--- src/rtl/rxmsd_regs.vh ---
// Constants for the receive message start detector
`ifndef RXMSD_REGS_VH
`define RXMSD_REGS_VH

// ---------------------------------------------------------------
// Start pattern characters
// ---------------------------------------------------------------
`define RXMSD_P1_FIRST     8'h6a
`define RXMSD_P1_FIFTH     8'h1c
`define RXMSD_P2_FIXED     8'h6a

// ---------------------------------------------------------------
// Geometry
// ---------------------------------------------------------------
`define RXMSD_CHAR_W       8
`define RXMSD_HIST_LEN     5
`define RXMSD_P1_LEN       3'h5
`define RXMSD_P2_LEN       3'h3
`define RXMSD_FIFO_DEPTH   16
`define RXMSD_FIFO_AW      4

// ---------------------------------------------------------------
// States
// ---------------------------------------------------------------
`define RXMSD_ST_HUNT      1'b0
`define RXMSD_ST_END       1'b1

`endif

--- src/rtl/rxmsd_detector.v ---
// Receive message start detector with input character FIFO
// Behaviour
// - A start is declared as soon as either start pattern matches; one alone suffices.
// - Pattern one spans five characters, first 0x6A and fifth 0x1C.
// - Characters two to four of pattern one are wildcards accepting any value.
// - On a pattern one match, end evaluation begins right after the fifth character.
// - Pattern two is any character followed directly by two characters equal to 0x6A.
// - On a pattern two match, end evaluation begins right after the second 0x6A.
// - The wildcard before the first 0x6A counts as part of the pattern two start.
`timescale 1ns/1ps
`include "rxmsd_regs.vh"

module rxmsd_detector #(
   parameter CHAR_W     = `RXMSD_CHAR_W,
   parameter FIFO_DEPTH = `RXMSD_FIFO_DEPTH,
   parameter FIFO_AW    = `RXMSD_FIFO_AW
) (
   input  wire              i_core_clk,
   input  wire              i_rst_b,
   input  wire              i_ce,
   input  wire [CHAR_W-1:0] i_rx_char,
   input  wire              i_rx_valid,
   output wire              o_rx_ready,
   input  wire              i_end_done,
   output reg               o_start_pulse,
   output reg               o_start_p1,
   output reg               o_start_p2,
   output reg  [2:0]        o_start_len,
   output reg               o_end_eval,
   output reg  [CHAR_W-1:0] o_body_char,
   output reg               o_body_valid
);

   // ---------------------------------------------------------------
   // Character buffer
   // ---------------------------------------------------------------
   wire [CHAR_W-1:0] ff_data;
   wire              ff_valid;
   wire              ff_ready;
   wire              take;

   rxmsd_fifo #(
      .WIDTH (CHAR_W),
      .DEPTH (FIFO_DEPTH),
      .AW    (FIFO_AW)
   ) u_fifo (
      .i_core_clk (i_core_clk),
      .i_rst_b    (i_rst_b),
      .i_ce       (i_ce),
      .i_wr_data  (i_rx_char),
      .i_wr_valid (i_rx_valid),
      .o_wr_ready (o_rx_ready),
      .o_rd_data  (ff_data),
      .o_rd_valid (ff_valid),
      .i_rd_ready (ff_ready)
   );

   // Hunting always drains; in end phase the end logic stalls nothing either,
   // but a pending completion holds the stream for one cycle so no character
   // is judged against a stale history.
   assign ff_ready = ~(o_end_eval & i_end_done);
   assign take     = ff_valid & ff_ready;

   // ---------------------------------------------------------------
   // Sliding history
   // ---------------------------------------------------------------
   reg [CHAR_W-1:0] hist_q [0:`RXMSD_HIST_LEN-1];
   reg [2:0]        fill_q;
   reg              state_q;
   reg              state_d;
   wire             p1_hit;
   wire             p2_hit;
   integer          k;

   // History index 0 is the newest character already accepted; the pattern
   // is judged with the incoming character as the newest element.
   assign p1_hit = (fill_q >= (`RXMSD_P1_LEN - 3'h1))
                 & (hist_q[3] == `RXMSD_P1_FIRST)
                 & (ff_data == `RXMSD_P1_FIFTH);
   assign p2_hit = (fill_q >= (`RXMSD_P2_LEN - 3'h1))
                 & (hist_q[0] == `RXMSD_P2_FIXED)
                 & (ff_data == `RXMSD_P2_FIXED);

   always @*
   begin
      state_d = state_q;
      case (state_q)
         `RXMSD_ST_HUNT:
         begin
            if (take && (p1_hit || p2_hit))
            begin
               state_d = `RXMSD_ST_END;
            end
         end
         `RXMSD_ST_END:
         begin
            if (i_end_done)
            begin
               state_d = `RXMSD_ST_HUNT;
            end
         end
         default:
         begin
            state_d = `RXMSD_ST_HUNT;
         end
      endcase
   end

   // ---------------------------------------------------------------
   // Sequential state
   // ---------------------------------------------------------------
   always @(posedge i_core_clk or negedge i_rst_b)
   begin
      if (!i_rst_b)
      begin
         state_q       <= `RXMSD_ST_HUNT;
         fill_q        <= 3'h0;
         o_start_pulse <= 1'b0;
         o_start_p1    <= 1'b0;
         o_start_p2    <= 1'b0;
         o_start_len   <= 3'h0;
         o_end_eval    <= 1'b0;
         o_body_char   <= {CHAR_W{1'b0}};
         o_body_valid  <= 1'b0;
         for (k = 0; k < `RXMSD_HIST_LEN; k = k + 1)
         begin
            hist_q[k] <= {CHAR_W{1'b0}};
         end
      end
      else if (i_ce)
      begin
         state_q       <= state_d;
         o_start_pulse <= 1'b0;
         o_body_valid  <= 1'b0;
         o_end_eval    <= (state_d == `RXMSD_ST_END);
         if (take && state_q == `RXMSD_ST_HUNT)
         begin
            for (k = `RXMSD_HIST_LEN - 1; k > 0; k = k - 1)
            begin
               hist_q[k] <= hist_q[k-1];
            end
            hist_q[0] <= ff_data;
            if (fill_q != `RXMSD_P1_LEN)
            begin
               fill_q <= fill_q + 3'h1;
            end
            if (p1_hit || p2_hit)
            begin
               o_start_pulse <= 1'b1;
               o_start_p1    <= p1_hit;
               o_start_p2    <= p2_hit;
               // Longest pattern wins the length so the framer keeps all
               o_start_len   <= p1_hit ? `RXMSD_P1_LEN : `RXMSD_P2_LEN;
               fill_q        <= 3'h0;
            end
         end
         else if (take)
         begin
            // Characters after a start go to end evaluation
            o_body_char  <= ff_data;
            o_body_valid <= 1'b1;
         end
         if (state_q == `RXMSD_ST_END && i_end_done)
         begin
            fill_q <= 3'h0;
         end
      end
   end

endmodule // rxmsd_detector

--- src/rtl/rxmsd_fifo.v ---
// Synchronous FIFO with valid and ready on both sides
`timescale 1ns/1ps

module rxmsd_fifo #(
   parameter WIDTH = 8,
   parameter DEPTH = 16,
   parameter AW    = 4
) (
   input  wire             i_core_clk,
   input  wire             i_rst_b,
   input  wire             i_ce,
   input  wire [WIDTH-1:0] i_wr_data,
   input  wire             i_wr_valid,
   output wire             o_wr_ready,
   output reg  [WIDTH-1:0] o_rd_data,
   output wire             o_rd_valid,
   input  wire             i_rd_ready
);

   reg  [WIDTH-1:0] mem_q [0:DEPTH-1];
   reg  [AW-1:0]    wr_ptr_q;
   reg  [AW-1:0]    rd_ptr_q;
   reg  [AW:0]      count_q;
   reg              out_vld_q;
   wire             push;
   wire             pop_mem;
   wire             mem_empty;

   // ---------------------------------------------------------------
   // Storage plus one output register so read data leave a flop
   // ---------------------------------------------------------------
   assign mem_empty  = (count_q == {(AW+1){1'b0}});
   assign o_wr_ready = (count_q != DEPTH[AW:0]);
   assign o_rd_valid = out_vld_q;
   assign push       = i_wr_valid & o_wr_ready;
   assign pop_mem    = ~mem_empty & (~out_vld_q | i_rd_ready);

   always @(posedge i_core_clk)
   begin
      if (i_ce && push)
      begin
         mem_q[wr_ptr_q] <= i_wr_data;
      end
   end

   always @(posedge i_core_clk or negedge i_rst_b)
   begin
      if (!i_rst_b)
      begin
         wr_ptr_q  <= {AW{1'b0}};
         rd_ptr_q  <= {AW{1'b0}};
         count_q   <= {(AW+1){1'b0}};
         out_vld_q <= 1'b0;
         o_rd_data <= {WIDTH{1'b0}};
      end
      else if (i_ce)
      begin
         if (push)
         begin
            wr_ptr_q <= wr_ptr_q + {{(AW-1){1'b0}}, 1'b1};
         end
         if (pop_mem)
         begin
            rd_ptr_q  <= rd_ptr_q + {{(AW-1){1'b0}}, 1'b1};
            o_rd_data <= mem_q[rd_ptr_q];
            out_vld_q <= 1'b1;
         end
         else if (i_rd_ready)
         begin
            out_vld_q <= 1'b0;
         end
         if (push && !pop_mem)
         begin
            count_q <= count_q + {{AW{1'b0}}, 1'b1};
         end
         else if (!push && pop_mem)
         begin
            count_q <= count_q - {{AW{1'b0}}, 1'b1};
         end
      end
   end

endmodule // rxmsd_fifo

--- config.mk ---
export PLATFORM = sky130hd
export DESIGN_NAME = rxmsd_detector
export DESIGN_NICKNAME = d
export VERILOG_FILES = /design/src/rtl/rxmsd_detector.v /design/src/rtl/rxmsd_fifo.v
export VERILOG_INCLUDE_DIRS = /design/src /design/src/rtl
export SDC_FILE = /design/constraint.sdc
export NUM_CORES = 1
export LEC_CHECK = 0
export ABC_AREA = 1
export BUFFER_PORTS_ARGS = -buffer_cell sky130_fd_sc_hd__buf_2
export CORE_ASPECT_RATIO = 0.75
export CORE_MARGIN = 8
export CORE_UTILIZATION = 40
export DETAILED_ROUTE_END_ITERATION = 16
export PLACE_DENSITY = 0.6
export SLEW_MARGIN = 30
export SYNTH_ARGS = -nofsm -noshare
export SYNTH_HDL_FRONTEND = slang
export SYNTH_HIERARCHICAL = 1
export SYNTH_SLANG_ARGS = --single-unit
--- constraint.sdc ---
create_clock -name i_core_clk -period 6.55 [get_ports i_core_clk]
set_input_delay 1.31 -clock i_core_clk [delete_from_list [all_inputs] [get_ports i_core_clk]]
set_output_delay 1.31 -clock i_core_clk [all_outputs]
set_load 0.1 [all_outputs]
Word-level counts from Yosys, hierarchy flattened. Memory sizes are Yosys's and may differ from the RTL's. A register that Yosys moved wholly into a read port is not among the register bits. Cells that the tools add are included.

Bits in registers: 65. Bits in writable memories: 128. Bits of input ports: 13. Output and inout bits: 17. Word-level logic and storage cells: 85. Memories: 1.

Memories: u_fifo.mem_q (words 16, bits a word 8, rd ports 1, clocked after memory_dff 1, wr ports 1, line rxmsd_fifo.v:20) `reg [WIDTH-1:0] mem_q [0:DEPTH-1];`.

$add $sub $neg: 5. Order comparisons: 2. Equal/unequal tests: 7. Mux-type cells: 18. Bitwise gates (word level): 14. Reductions and logical operators: 22.

Operators by type and width (number): 8-bit by 7-bit equality test with 1-bit output, second input constant (3); 3-bit two-way mux (5); 1-bit two-way mux (10); 5-bit two-way mux (2); 2-bit AND reduction (5); 3-bit AND reduction (3); 4-bit by 1-bit adder with 4-bit output, second input constant (2); 1-bit bitwise AND (8); 8-bit by 5-bit equality test with 1-bit output, second input constant (1); 1-bit logical AND (6); 5-bit by 1-bit adder with 5-bit output, second input constant (1); 5-bit zero test (1); 5-bit inequality test, second input constant (1); 1-bit inverter (5); 5-bit by 1-bit subtractor with 5-bit output, second input constant (1); 2-bit nonzero test (2); 3-bit by 1-bit adder with 3-bit output, second input constant (1); 3-bit by 2-bit >= comparator with 1-bit output, second input constant (1); 3-bit >= comparator, second input constant (1); 1-bit zero test (3); 3-bit inequality test, second input constant (1); 3-bit nonzero test (1); 2-bit by 1-bit inequality test with 1-bit output, second input constant (1); 1-bit case mux with 2 select lines (1); 2 further kinds (2).

Longest topological paths before layout.
Depth after elaboration: 8. Gate-level depth with buffers: 13. Gate-level depth less buffers: 13.

By module. Netlist, hierarchy kept.

Modules (own cells, without submodules): rxmsd_fifo (instances 1, cells an instance 664, area an instance 6665.1 um^2, sequential area each 4394.2 um^2); rxmsd_detector (instances 1, cells an instance 248, area an instance 2202.1 um^2, sequential area each 1251.2 um^2).

Least setup slack after synthesis. OpenSTA, ideal clock, no wires.

Path type: reg2reg. Start: register u_fifo.count_q[1]. End: register u_fifo.count_q[4]. Arrival: 2.924 ns. Required time: 6.485 ns. Setup slack: 3.561 ns. Cell stages (with the launch flop): 14. Path through: dfrtp_1 nor2_1 nand4_1 nand2_1 inv_1 ha_1 inv_1 ha_1 a21oi_1 nor2_1 nor2_1 xor2_1 nand2_1 nand2_1.

Elaborated cells on any way between the ends: 15. Those cells by class: add/sub: 2; eq/ne: 1; mux: 2; bitwise: 3; reduce/logical: 7.

RTL lines: start: declaration (line rxmsd_fifo.v:23) `reg [AW:0] count_q;`; start signal: assignment (line rxmsd_fifo.v:52) `count_q <= {(AW+1){1'b0}};`; start signal: assignment (line rxmsd_fifo.v:74) `count_q <= count_q + {{AW{1'b0}}, 1'b1};`; start signal: assignment (line rxmsd_fifo.v:78) `count_q <= count_q - {{AW{1'b0}}, 1'b1};`; 5-bit inequality test * (line rxmsd_fifo.v:33) `assign o_wr_ready = (count_q != DEPTH[AW:0]);`; net o_rx_ready (line rxmsd_detector.v:23) `output wire o_rx_ready,`; 1-bit bitwise AND * (line rxmsd_fifo.v:35) `assign push = i_wr_valid & o_wr_ready;`; 1-bit zero test (line rxmsd_fifo.v:76) `else if (!push && pop_mem)`; 1-bit logical AND (line rxmsd_fifo.v:76); 2-bit nonzero test (no line); 2-bit AND reduction (no line).

The timed path passes the listed nets; every way through them passes the cells marked *. The select of a mux whose other input is x is not followed. A chain may end at the register's enable or synchronous reset.

Final worst setup path.
Start: register u_fifo.count_q[0]. End: output o_rx_ready.

Longest elaborated chain between the ends: 1.

RTL lines (line): 5-bit inequality test (rxmsd_fifo.v:33); end: declaration (rxmsd_detector.v:23).

No other way between the ends.

==> metrics.txt <==
WP data required 5240 ps; Worst Setup Start Kind flip-flop; worst skew pair latency 440 ps; Clock transition at path regs 80 ps; TritonCTS clock tree yes; ANT nets after route 0; nets 956; maxcap violations 0; final wirelength 19000 µm; ratio of final minimum period to clock period 0.439; CP max FO 4; vias per cell 4.74; fin crit period 2880 ps; Top Ports 30; detailed placement HPWL 12200 µm; Leak 4.55 nW; post_cts resized 0; Crit Path Category reg -> out; fraction of layout cells with a size suffix above 1 0.0880; sequential-to-total area share from yosys stat 0.637; Longest Clk Path Bufs 2; Post-Synthesis Net Count 938; Post-Synth Simple-Gate Area 0.224; Worst-Margin Slew 777 ps; IO Port Bufs 29; post-synthesis xor/xnor area fraction 0.00988; first-pass GRT wire length 31500 µm; # hold bufs at CTS 0; n_diodes 0; cell taking the most area after synthesis edfxtp_1; final-report setup violation count 0; Final Util 0.448; fin area 9820 µm²; Worst Path Arrival 1570 ps; # Post-CTS Setup Buffers 0; drt pass-1 iters 5; Inserted Clock Buffers 17; Tot Pwr 3.97 mW; Initial Util 0.404; hold crit path type reg -> reg; Area after DPL 9200 µm²; routability cong. 0.851; Max Slew Vio Count 0; Adder-Cell Fraction of Synth Area 0.0192; largest net degree at the start of global routing 73; Via Count 5868; compound-cell area share of the yosys netlist 0.0212; Synth Area per Inst 9.72 µm²; Yosys cell types 31; initial DRC count 495; Total Die Area 27200 µm²; Synth Cell Area 8870 µm²; total congestion overflow 0; GRT Util Overall 0.146; status complete, no violations; max_slew headroom 0.482; Yosys reg bits 200; Worst VDD drop 0.000191 V; Fin Clk Skew 13.6 ps; row count 47; most frequent cells in the layout nand2_1, inv_1, edfxtp_1, nand3_1, dfrtp_1; Synth Warn # 6; Layout Area Growth over Synthesis 10.8%; CTS Root Cell clkbuf_16; Core ar. 21900 µm²; die height 145 µm; proportion of synthesized area in mux cells 0.00381; # fillers 2085; routed length per instance 15.4 µm; CP endpoint kind output port; initial antenna violation count 0; vias in the first global route 5867; Die W 188 µm; commonest non-fill, non-tap cell in the layout nand2_1; FMAX 348 MHz; DRC violations left 0; largest family of logic cells by synthesized area simple AND/OR/NAND/NOR gates; Synth top area share 0.433; Post-Synthesis Cells 912; H-Tree Depth 4; RSZ-0062 raised after global routing no; Fin Setup TNS 0 ps; Synth area leaders edfxtp_1, dfrtp_1, nand2_1; Cell Pwr Density 404 nW/µm²; Final Hold Fails 0; Clock Sinks 200
[cell usage after synthesis]
cell / count
buf_4: 9
edfxtp_1: 128
or2_1: 1
nor2_2: 3
nor2_8: 1
nand4_2: 1
nand3b_1: 1
nand2_2: 1
inv_1: 134
buf_6: 4
nand3_2: 1
dfrtp_1: 72
nand3_1: 111
a21boi_1: 1
o21ai_0: 15
nor3_1: 1
nand2_1: 312
fa_1: 1
inv_2: 6
nand4_4: 1
xor2_1: 9
nand4_1: 4
mux2_2: 3
xnor2_1: 1
buf_2: 20
ha_1: 12
inv_4: 1
nor2_1: 35
a21oi_1: 3
clkinv_1: 2
o21ai_1: 18
[registers in the layout (all words and copies together), names as in the netlist]
signal	flops
u_fifo/mem_q	128
u_fifo/rd_ptr_q	4
u_fifo/count_q	5
state_q	1
o_start_len	2
o_start_p2	1
o_start_p1	1
u_fifo/o_rd_data	8
u_fifo/o_rd_valid	1
fill_q	3
o_start_pulse	1
o_body_char	8
o_body_valid	1
u_fifo/wr_ptr_q	4
hist_q	32
[cell families after synthesis]
kind of cell / count (synthesis)
flops: 200
compound gates: 37
buf+inv: 176
simple gates: 473
mux: 3
xor+xnor: 10
fa+ha+maj: 13
[layout make-up]
cell class,count,area (µm²),share of cell area
Clock buffer,17,425,0.0433
Inverter,143,542,0.0552
Multi-Input combinational cell,536,2470,0.251
Clock inverter,15,196,0.0200
Timing Repair Buffer,32,174,0.0177
Tap cell,294,368,0.0375
Sequential cell,200,5650,0.575
[per-layer routing]
layer | global-route usage | up-vias | wire length [µm]
met5 | 0 | - | 0
met4 | 0.0550 | 0 | 368
met3 | 0.0242 | 29 | 822
met2 | 0.221 | 138 | 8350
met1 | 0.207 | 2772 | 9460
li1 | - | 2929 | -
[report_power, final]
| part | switching (mW) | internal [mW] |
|---|---|---|
| combinational | 0.807 | 0.359 |
| sequential | 0.161 | 1.55 |
| clock | 0.531 | 0.556 |
[worst paths after layout]
kind                       depth (start not counted)  slack (ps)                         endpoint                            from
min reg2reg                                        1         460       o_start_len[0]$_DFFE_PN0P_      o_start_len[0]$_DFFE_PN0P_
max in group asynchronous                          1        5190   u_fifo/rd_ptr_q[0]$_DFFE_PN0P_                         i_rst_b
max                                                3        3670                       o_rx_ready   u_fifo/count_q[0]$_DFFE_PN0P_
min in group asynchronous                          1         870           hist_q[19]$_DFFE_PN0P_                         i_rst_b
min                                                1         460       o_start_len[0]$_DFFE_PN0P_      o_start_len[0]$_DFFE_PN0P_
max reg2reg                                       10        4170  u_fifo/o_rd_data[1]$_DFFE_PN0P_  u_fifo/rd_ptr_q[0]$_DFFE_PN0P_
[critical path: stages (launching register included)]
cell and delay (ps):
dfrtp_1 460, inv_1 80, nand4_1 130, buf_2 450
[metrics by stage]
step                      setup WS (ps)  hold slack [ps]  cells
after detailed placement           3410              445   1205
after CTS                          3660              467   1237
final                              3670              464   1237
after floorplan                    3560              442    912
after global routing               3590              472   1237
after global placement             3440              451   1205
(Power assumes the default switching activity.)
